===== src/pkg/epg_pkg.sv =====
package epg_pkg;
  // Register byte offsets on the APB port.
  localparam logic [7:0] EPG_MODE_OFFSET = 8'h00;
  localparam logic [7:0] EPG_STATUS_OFFSET = 8'h04;
  localparam logic [7:0] EPG_PHASE_OFFSET = 8'h08;
  // Mode register field positions.
  localparam int EPG_GP_LOW_POS = 0;
  localparam int EPG_GP_HIGH_POS = 1;
  localparam int EPG_PIN_FUNC_POS = 2;
  localparam int EPG_CHOP_POS = 3;
  localparam int EPG_ALT_POS = 4;
  localparam int EPG_MODE_WIDTH = 5;
  // Mode register reset value: analog input use, all drive off.
  localparam logic [4:0] EPG_MODE_RESET = 5'h00;
  // Excitation half period in master clock cycles.
  localparam logic [15:0] EPG_HALF_PERIOD_RESET = 16'h0100;
  // Non-overlap interval in master clock cycles.
  localparam logic [15:0] EPG_GAP_CYCLES = 16'h0001;
  // Excitation sequencer states.
  typedef enum logic [1:0] {
    EPG_NORMAL,
    EPG_GAP_TO_REV,
    EPG_REVERSED,
    EPG_GAP_TO_NORM
  } epg_state_e;
endpackage


===== src/epg_outputs.sv =====
// The implementer's own choices: the APB register port and the register offsets.
`timescale 1ns/10ps
`default_nettype none
module epg_outputs import epg_pkg::*; (
  // Clock and reset.
  input wire logic clk,
  input wire logic rst,
  // APB slave.
  input wire logic psel,
  input wire logic penable,
  input wire logic pwrite,
  input wire logic [7:0] paddr,
  input wire logic [31:0] pwdata,
  output logic [31:0] prdata,
  output logic pready,
  output logic pslverr,
  // Dual-purpose pins, enables active low.
  output logic gp_pos_out,
  output logic gp_pos_oe_n,
  output logic gp_neg_out,
  output logic gp_neg_oe_n,
  // Excitation reversal pair.
  output logic excite_phase,
  output logic excite_phase_inverted
);

  logic [4:0] mode_reg;
  logic [15:0] half_period_reg;
  logic [15:0] count_reg;
  epg_state_e state_reg;
  epg_state_e state_next;
  logic ac_on;
  logic setup;
  logic acc;

  assign setup = psel && !penable;
  assign acc = psel && penable;
  assign ac_on = mode_reg[EPG_ALT_POS] && mode_reg[EPG_CHOP_POS];

  // Register writes take effect at the access edge; a zero half period is held at one.
  always_ff @(posedge clk or posedge rst) begin
    if (rst) begin
      mode_reg <= EPG_MODE_RESET;
      half_period_reg <= EPG_HALF_PERIOD_RESET;
    end else if (acc && pready && pwrite) begin
      if (paddr == EPG_MODE_OFFSET) begin
        mode_reg <= pwdata[EPG_MODE_WIDTH-1:0];
      end else if (paddr == EPG_PHASE_OFFSET) begin
        half_period_reg <= (pwdata[15:0] == 16'h0000) ? 16'h0001 : pwdata[15:0];
      end
    end
  end

  // Slave answers one cycle after setup, so each transfer takes two cycles.
  always_ff @(posedge clk or posedge rst) begin
    if (rst) begin
      pready <= 1'b0;
      pslverr <= 1'b0;
      prdata <= 32'h0000_0000;
    end else begin
      pready <= setup;
      pslverr <= setup && (paddr != EPG_MODE_OFFSET) && (paddr != EPG_STATUS_OFFSET)
                 && (paddr != EPG_PHASE_OFFSET);
      prdata <= 32'h0000_0000;
      if (setup && !pwrite) begin
        case (paddr)
          EPG_MODE_OFFSET: prdata <= {27'h0000000, mode_reg};
          EPG_STATUS_OFFSET: prdata <= {28'h0000000, ac_on, 1'b0, state_reg};
          EPG_PHASE_OFFSET: prdata <= {16'h0000, half_period_reg};
          default: prdata <= 32'h0000_0000;
        endcase
      end
    end
  end

  // Sequencer: every swap passes through a gap state where both outputs are low.
  always_comb begin
    state_next = state_reg;
    case (state_reg)
      EPG_NORMAL: begin
        if (ac_on && count_reg >= half_period_reg - 16'h0001) begin
          state_next = EPG_GAP_TO_REV;
        end
      end
      EPG_GAP_TO_REV: begin
        // A drop of the enables here goes straight back to normal, so the gap stays one cycle.
        state_next = ac_on ? EPG_REVERSED : EPG_NORMAL;
      end
      EPG_REVERSED: begin
        if (!ac_on || count_reg >= half_period_reg - 16'h0001) begin
          state_next = EPG_GAP_TO_NORM;
        end
      end
      EPG_GAP_TO_NORM: begin
        state_next = EPG_NORMAL;
      end
      default: state_next = EPG_NORMAL;
    endcase
  end

  always_ff @(posedge clk or posedge rst) begin
    if (rst) begin
      state_reg <= EPG_NORMAL;
    end else begin
      state_reg <= state_next;
    end
  end

  // Dwell counter restarts on each state change.
  always_ff @(posedge clk or posedge rst) begin
    if (rst) begin
      count_reg <= 16'h0000;
    end else if (state_next != state_reg || !ac_on) begin
      count_reg <= 16'h0000;
    end else begin
      count_reg <= count_reg + 16'h0001;
    end
  end

  // Outputs registered from the next state, so both are low together in gap states.
  always_ff @(posedge clk or posedge rst) begin
    if (rst) begin
      excite_phase <= 1'b1;
      excite_phase_inverted <= 1'b0;
    end else begin
      excite_phase <= (state_next == EPG_NORMAL);
      excite_phase_inverted <= (state_next == EPG_REVERSED);
    end
  end

  // Pins released while in analog mode, which also protects the analog source.
  always_ff @(posedge clk or posedge rst) begin
    if (rst) begin
      gp_pos_out <= 1'b0;
      gp_neg_out <= 1'b0;
      gp_pos_oe_n <= 1'b1;
      gp_neg_oe_n <= 1'b1;
    end else begin
      gp_pos_oe_n <= !mode_reg[EPG_PIN_FUNC_POS];
      gp_neg_oe_n <= !mode_reg[EPG_PIN_FUNC_POS];
      gp_pos_out <= mode_reg[EPG_PIN_FUNC_POS] & mode_reg[EPG_GP_HIGH_POS];
      gp_neg_out <= mode_reg[EPG_PIN_FUNC_POS] & mode_reg[EPG_GP_LOW_POS];
    end
  end

endmodule
`default_nettype wire


===== config.mk =====
export PLATFORM = sky130hd
export DESIGN_NAME = epg_outputs
export DESIGN_NICKNAME = d
export VERILOG_FILES = /design/src/pkg/epg_pkg.sv /design/src/epg_outputs.sv
export SDC_FILE = /design/constraint.sdc
export NUM_CORES = 1
export LEC_CHECK = 0
export BUFFER_PORTS_ARGS = -buffer_cell sky130_fd_sc_hd__clkbuf_2
export CAP_MARGIN = 40
export CORE_MARGIN = 2
export CORE_UTILIZATION = 40
export DETAILED_ROUTE_END_ITERATION = 8
export SYNTH_ARGS = -nofsm -noshare
export SYNTH_HDL_FRONTEND = slang
export SYNTH_SLANG_ARGS = --single-unit

===== constraint.sdc =====
create_clock -name clk -period 11.4 [get_ports clk]
set_input_delay 0.57 -clock clk [delete_from_list [all_inputs] [get_ports clk]]
set_output_delay 0.57 -clock clk [all_outputs]
set_load 0.05 [all_outputs]

==> metrics.md, run 1 <==
| Metric | Value |
|---|---|
| Status | finished clean |
| Commonest non-fill, non-tap cell in the layout | dfrtp_1 |
| Hold Vio Cnt, Final | 0 |
| Cts hold-fix bufs | 0 |
| Final Wtd Congestion | 0.795 |
| Vias | 2275 |
| Synth Register Bits | 62 |
| Post-synth EDFFs | 0 |
| Largest net degree at the start of global routing | 63 |
| Worst path max stage delay | 0.51 ns |
| IO Port Bufs | 52 |
| Post-CTS setup buffer count | 0 |
| CP required | 11.64 ns |
| Cell Pwr Density | 117 mW/mm^2 |
| H-tree levels | 3 |
| Tmin final | 4.29 ns |
| Max-Cap Viols | 0 |
| Worst-margin pin slew | 0.763 ns |
| Initial cell density of the core | 0.416 |
| CTS max path bufs | 2 |
| Slew headroom | 0.492 |
| WL final | 6290 um |
| Sequential fraction of the synthesis area | 0.479 |
| Post-Syn Area | 0.00324 mm^2 |
| YS warnings | 0 |
| Top_reg_cell synth | dfrtp_1 |
| Clock Latency Late Sink | 0.33 ns |
| Setup TNS | 0 ns |
| Fin nets | 418 |
| Vias in the first global route | 2120 |
| Initial antenna violation count | 0 |
| Area occupied by registers | 0.00156 mm^2 |
| Proportion of layout cells with a drive suffix above 1 | 0.275 |
| Detailed-route DRC error count | 0 |
| Fraction of the mapped netlist area in simple logic gates | 0.192 |
| Final setup violation count | 0 |
| Die X | 94.1 um |
| Reg clk slew, reported paths | 0.07 ns |
| Root buf cell | clkbuf_8 |
| Drt pass-1 iters | 4 |
| Placed Instance Area | 0.00355 mm^2 |
| CP Cell Sequence | or3_4 > or3b_4 > or4_4 > nor4_4 > xnor2_1 > ha_1 > a21oi_1 > a21boi_0 > a2111oi_0 > buf_1 > nand3b_1 > a21boi_0 |
| Yosys cell types | 40 |
| Slew Limit Fails | 0 |
| Main combinational cell family by area after synthesis | simple AND/OR/NAND/NOR gates |
| Routed wire per std cell | 13.6 um |
| Core Area | 0.00781 mm^2 |
| Compound-Gate Fraction of Synth Area | 0.0428 |
| Diodes inserted | 0 |
| Multi-input gate area | 0.00156 mm^2 |
| Startpoint class of the critical path | flop |
| Crit path depth | 12 |
| Global-route usage over all layers | 0.150 |
| Most frequent cells in the layout | dfrtp_1 (59), clkbuf_2 (52), nor2_1 (32), mux2_2 (20), xnor2_1 (19) |
| CP Class | flop to flop |
| Crit path capture type | flop |
| Critical Path Most Common Cell | a21boi_0 |
| Num rows | 32 |
| Via/cell ratio | 4.92 |
| Worst endpoint data arrival time | 4.53 ns |
| Die area | 0.00885 mm^2 |
| Max Fclk | 0.233 GHz |
| Area Growth Syn to Fin | 15.4% |
| Mapped Cells | 298 |
| Post-synthesis mux area share | 0.0818 |
| CTS sink count | 62 |
| TritonCTS clock tree | yes |
| CP delay by family, top | simple AND/OR/NAND/NOR gates |
| Final antenna-violating net count | 0 |
| # fillers | 733 |
| Tcrit/Tclk final | 0.376 |
| Final HPWL DP | 4730 um |
| Total grt overflow | 0 |
| Largest fanout on the critical path | 17 |
| Depth of the worst register-to-register path | 12 |
| Adder-cell area share of the yosys netlist | 0.0694 |
| Ys async rst share | 1.00 |
| CTS buffer count | 9 |
| Tightest Hold Check Type | input pin to asynchronous set/reset pin |
| Post-Syn Area per Cell | 10.9 um^2 |
| Worst VDD drop | 61.9 uV |
| Skew final | 0.0109 ns |
| Final Cell Area | 0.00374 mm^2 |
| Xor-xnor portion of the synthesized cell area | 0.0756 |
| 1st-iter DRT viols | 76 |
| Critical Path Slowest Stage Cell | or4_4 |
| First-pass GRT wire length | 10100 um |
| P_leak | 1.81 nW |
| CTS resizes | 0 |
| Buf+Inv Stages, Crit Path | 1 |
| RSZ-0062 raised after global routing | no |
| Io pins | 85 |
| Die Height | 94.1 um |
## routing by layer
layer | routed length (um) | track usage | vias up
met1 | 3040 | 0.211 | 1091
met2 | 2920 | 0.219 | 58
met5 | 0 | 0 | -
met3 | 261 | 0.0457 | 6
li1 | - | - | 1120
met4 | 62 | 0.0507 | 0
## Yosys cell counts, drive strengths merged (2+ instances only)
cell,instances,area (um^2)
dfrtp,59,1480
nor2,32,120
mux2,20,225
xnor2,19,166
ha,18,225
buf,17,128
and2,13,81.3
nand2,11,41.3
a21oi,10,50.1
inv,9,33.8
nor3,9,45.0
xor2,9,78.8
clkbuf,7,26.3
nand2b,6,37.5
nand3,6,30.0
nor4,6,52.6
or4,6,56.3
or3,5,37.5
and4,4,35.0
mux2i,4,40.0
nand4,4,25.0
o21ai,4,20.0
dfstp,3,78.8
nand3b,3,22.5
a21boi,2,15.0
and3,2,12.5
## worst min-delay path: stages
cell,delay [ns]
clkbuf_2,0.09
inv_2,0.03
buf_4,0.58
## cell families after synthesis
group	count (synthesis)
AOI/OAI and AO/OA	22
buffers and inverters	33
muxes	24
and+or+nand+nor	110
DFF	62
other	1
adders and majority gates	18
xor gates and xnor gates	28
## final timing paths
| path | from | slack (ns) | endpoint |
|---|---|---|---|
| max | half_period_reg[3] | 7.11 | excite_phase |
| min reg2reg | mode_reg[2] | 0.46 | gp_neg_oe_n |
| min | rst | 0.42 | half_period_reg[15] |
| max reg2reg | half_period_reg[3] | 7.11 | excite_phase |
| min in group clk | mode_reg[2] | 0.46 | gp_neg_oe_n |
| max in group asynchronous | rst | 10.46 | count_reg[6] |
## final cells by class
class,instances,share of cell area
Clock buffer,11,0.0351
Clock inverter,5,0.0160
Inverter,9,0.00902
Multi-Input combinational cell,218,0.416
Sequential cell,62,0.415
Tap cell,102,0.0341
Timing Repair Buffer,55,0.0745
## report_power, final
part | total, mW | internal [mW] | switching, mW | leakage, nW
combinational | 0.0302 | 0.00669 | 0.0235 | 0.865
sequential | 0.221 | 0.221 | 0.000601 | 0.849
clock | 0.187 | 0.101 | 0.0851 | 0.0935
## stage by stage
| stage | util | std cells | setup slack (ns) | power (mW) | hold slack [ns] |
|---|---|---|---|---|---|
| floorplan | - | 313 | 7.62 | 0.251 | 0.402 |
| global placement | 0.455 | 445 | 6.64 | 0.256 | 0.440 |
| detailed placement | 0.455 | 446 | 7.07 | 0.256 | 0.452 |
| CTS | 0.480 | 462 | 7.06 | 0.446 | 0.452 |
| global route | 0.480 | 462 | 6.73 | 0.458 | 0.468 |
| finish | 0.480 | 462 | 7.11 | 0.438 | 0.424 |
(Power assumes the default switching activity.)
==> inputs of run 2 (changes only) <==
ABC_AREA = 1   (was not set)
clock period = 4.5 ns   (was 11.4 ns; I/O delays follow)
==> run 2 against run 1 <==
Combinational power increased to 2.5 times the previous value; via count increased by 22%; count of clock-buffer cells in the layout decreased by 1; global-route usage increased by 0.82 points; largest cell class unchanged.
==> metrics.md, run 2 <==
| Metric | Value |
|---|---|
| IO Port Bufs | 52 (unchanged) |
| Final Wtd Congestion | 0.788 (was 0.795) |
| Multi-input gate area | 0.00156 mm^2 (about the same) |
| Top_reg_cell synth | dfrtp_1 (unchanged) |
| Final antenna-violating net count | 0 (unchanged) |
| Initial antenna violation count | 0 (unchanged) |
| Largest net degree at the start of global routing | 63 (unchanged) |
| RR Startpoint | half_period_reg[0] (was half_period_reg[3]) |
| Routed wire per std cell | 12.0 um (was 13.6 um) |
| Die Height | 97.6 um (was 94.1 um) |
| CTS max path bufs | 2 (unchanged) |
| Post-Syn Area per Cell | 8.30 um^2 (was 10.9 um^2) |
| Worst endpoint data arrival time | 3.13 ns (was 4.53 ns) |
| Most frequent cells in the layout | inv_1 (72), nand2_1 (65), dfrtp_1 (59), clkbuf_2 (52), nor2_1 (46) (was dfrtp_1 (59), clkbuf_2 (52), nor2_1 (32), mux2_2 (20), xnor2_1 (19)) |
| # fillers | 867 (was 733) |
| Vias | 2774 (was 2275) |
| Cts hold-fix bufs | 0 (unchanged) |
| CTS resizes | 0 (unchanged) |
| Cell with the most instances after synthesis | inv_1 (was dfrtp_1) |
| Largest fanout on the critical path | 16 (was 17) |
| CP required | 4.77 ns (was 11.64 ns) |
| Synth Register Bits | 62 (unchanged) |
| TritonCTS clock tree | yes (unchanged) |
| Hold Vio Cnt, Final | 0 (unchanged) |
| Crit path from | half_period_reg[0] (was half_period_reg[3]) |
| Worst-margin pin slew | 0.790 ns (was 0.763 ns) |
| Startpoint class of the critical path | flop (unchanged) |
| Slew headroom | 0.473 (was 0.492) |
| YS warnings | 0 (unchanged) |
| Detailed-route DRC error count | 0 (unchanged) |
| Tightest Hold Check Type | input pin to flop (was input pin to asynchronous set/reset pin) |
| Total grt overflow | 0 (unchanged) |
| Post-Syn Area | 0.00350 mm^2 (was 0.00324 mm^2) |
| Depth of the worst register-to-register path | 14 (was 12) |
| Sequential fraction of the synthesis area | 0.444 (was 0.479) |
| R2R setup slack | 1.64 ns (was 7.11 ns) |
| Die area | 0.00953 mm^2 (was 0.00885 mm^2) |
| Post-synth top area cell | dfrtp_1 (unchanged) |
| CP Class | flop to flop (unchanged) |
| P_leak | 2.09 nW (was 1.81 nW) |
| Clock Latency Late Sink | 0.35 ns (was 0.33 ns) |
| Drt pass-1 iters | 4 (unchanged) |
| Via/cell ratio | 4.69 (was 4.92) |
| Num rows | 34 (was 32) |
| Final HPWL DP | 5510 um (was 4730 um) |
| Synth top area share | 0.421 (was 0.455) |
| Setup TNS | 0 ns (unchanged) |
| Proportion of layout cells with a drive suffix above 1 | 0.203 (was 0.275) |
| CTS sink count | 62 (unchanged) |
| RSZ-0062 raised after global routing | no (unchanged) |
| CP endpoint | count_reg[13] (was excite_phase) |
| Skew final | 0.00946 ns (was 0.0109 ns) |
| WL final | 7080 um (was 6290 um) |
| CTS buffer count | 9 (unchanged) |
| Area Growth Syn to Fin | 14.2% (was 15.4%) |
| Tcrit/Tclk final | 0.635 (was 0.376) |
| Worst VDD drop | 182 uV (was 61.9 uV) |
| Area occupied by registers | 0.00156 mm^2 (unchanged) |
| Tmin final | 2.86 ns (was 4.29 ns) |
| Io pins | 85 (unchanged) |
| Post-CTS setup buffer count | 0 (unchanged) |
| Reg clk slew, reported paths | 0.08 ns (was 0.07 ns) |
| Power Total | 1.15 mW (was 0.438 mW) |
| H-tree levels | 3 (unchanged) |
| Final setup violation count | 0 (unchanged) |
| FF-to-FF End | count_reg[13] (was excite_phase) |
| Vias in the first global route | 2708 (was 2120) |
| Most common library cells after synthesis | inv_1 (73), nand2_1 (65), dfrtp_1 (59) (was dfrtp_1 (59), nor2_1 (32), mux2_2 (20)) |
| Global-route usage over all layers | 0.158 (was 0.150) |
| Mapped Cells | 422 (was 298) |
| Commonest non-fill, non-tap cell in the layout | inv_1 (was dfrtp_1) |
| Root buf cell | clkbuf_8 (unchanged) |
| Fin nets | 541 (was 418) |
| Crit path capture type | flop (unchanged) |
| Ys async rst share | 1.00 (unchanged) |
| Post-synth EDFFs | 0 (unchanged) |
| Max-Cap Viols | 0 (unchanged) |
| Die X | 97.6 um (was 94.1 um) |
| Diodes inserted | 0 (unchanged) |
| Cell Pwr Density | 288 mW/mm^2 (was 117 mW/mm^2) |
| Core Area | 0.00859 mm^2 (was 0.00781 mm^2) |
| Yosys cell types | 32 (was 40) |
| Slew Limit Fails | 0 (unchanged) |
| Initial cell density of the core | 0.408 (was 0.416) |
| First-pass GRT wire length | 12200 um (was 10100 um) |
| 1st-iter DRT viols | 75 (was 76) |
| Max Fclk | 0.350 GHz (was 0.233 GHz) |
| Largest cells by area after synthesis | dfrtp_1 (42%), inv_1 (7.8%), nand2_1 (7.0%) (was dfrtp_1 (46%), ha_1 (6.9%), mux2_2 (6.9%)) |
| Status | finished clean (unchanged) |
==> run 2: cell types whose count changed after synthesis, moves of 13 or more <==
| cell | before | now |
|---|---|---|
| xnor2_1 | 19 | 3 |
| nor2_1 | 32 | 46 |
| inv_1 | 9 | 73 |
| and2_1 | 13 | 0 |
| nand2_1 | 11 | 65 |
| mux2_2 | 20 | 0 |
| nand3_1 | 6 | 19 |
==> run 2: where the power goes <==
group / internal [mW] / switching [mW]
combinational: 0.0153 / 0.0616
clock: 0.273 / 0.243
sequential: 0.559 / 0.00158
==> run 2: cell families after synthesis <==
logic type / share of synthesized area
buffers and inverters: 0.126
AOI/OAI and AO/OA: 0.0732
adders and majority gates: 0.0643
DFF: 0.444
other: 0.00107
xor gates and xnor gates: 0.0575
and+or+nand+nor: 0.234
==> run 2: worst min-delay path by stage <==
stage | start | end | slack, ns | cells after the start
after CTS | penable | pready | 0.05 | 2
final | penable | pready | 0.07 | 2
after floorplan | penable | pready | 0.29 | 1
after detailed placement | penable | pready | 0.44 | 2
after global routing | penable | pready | 0.07 | 2
after global placement | penable | pready | 0.43 | 2
==> run 2: layout make-up <==
type,count,area share
well taps,108,0.0338
repair buffers,53,0.0669
clock inverters,6,0.0175
clock buffers,10,0.0344
inverters,73,0.0684
multi-input cells,279,0.391
flip-flops and latches,62,0.388
==> run 2: routing by layer <==
metal,global-route usage,up-vias,wire (um)
li1,-,1420,-
met1,0.200,1298,3320
met2,0.263,47,3420
met3,0.0360,9,232
met4,0.0609,0,114
met5,0,-,0
==> run 2: per-stage QoR <==
step / cells / util / worst slack (ns) / hold WS, ns / area (um^2)
final: 591 / 0.466 / 1.64 / 0.0687 / 4000
after global routing: 591 / 0.466 / 1.33 / 0.0697 / 4000
after CTS: 591 / 0.466 / 1.57 / 0.0522 / 4000
after detailed placement: 575 / 0.442 / 1.59 / 0.438 / 3800
after global placement: 575 / 0.442 / 1.64 / 0.430 / 3800
after floorplan: 437 / - / 2.07 / 0.291 / 3560
==> run 2: critical path, stage by stage (launching register included) <==
cell	delay (ns)
dfrtp_1	0.41
inv_1	0.15
ha_1	0.21
nand3_1	0.15
nor2_1	0.29
nand4_1	0.14
xor2_1	0.15
inv_1	0.06
ha_1	0.26
nand2_1	0.10
o21bai_1	0.12
nand2_1	0.07
a21oi_2	0.23
nand3_4	0.27
nor2_1	0.16
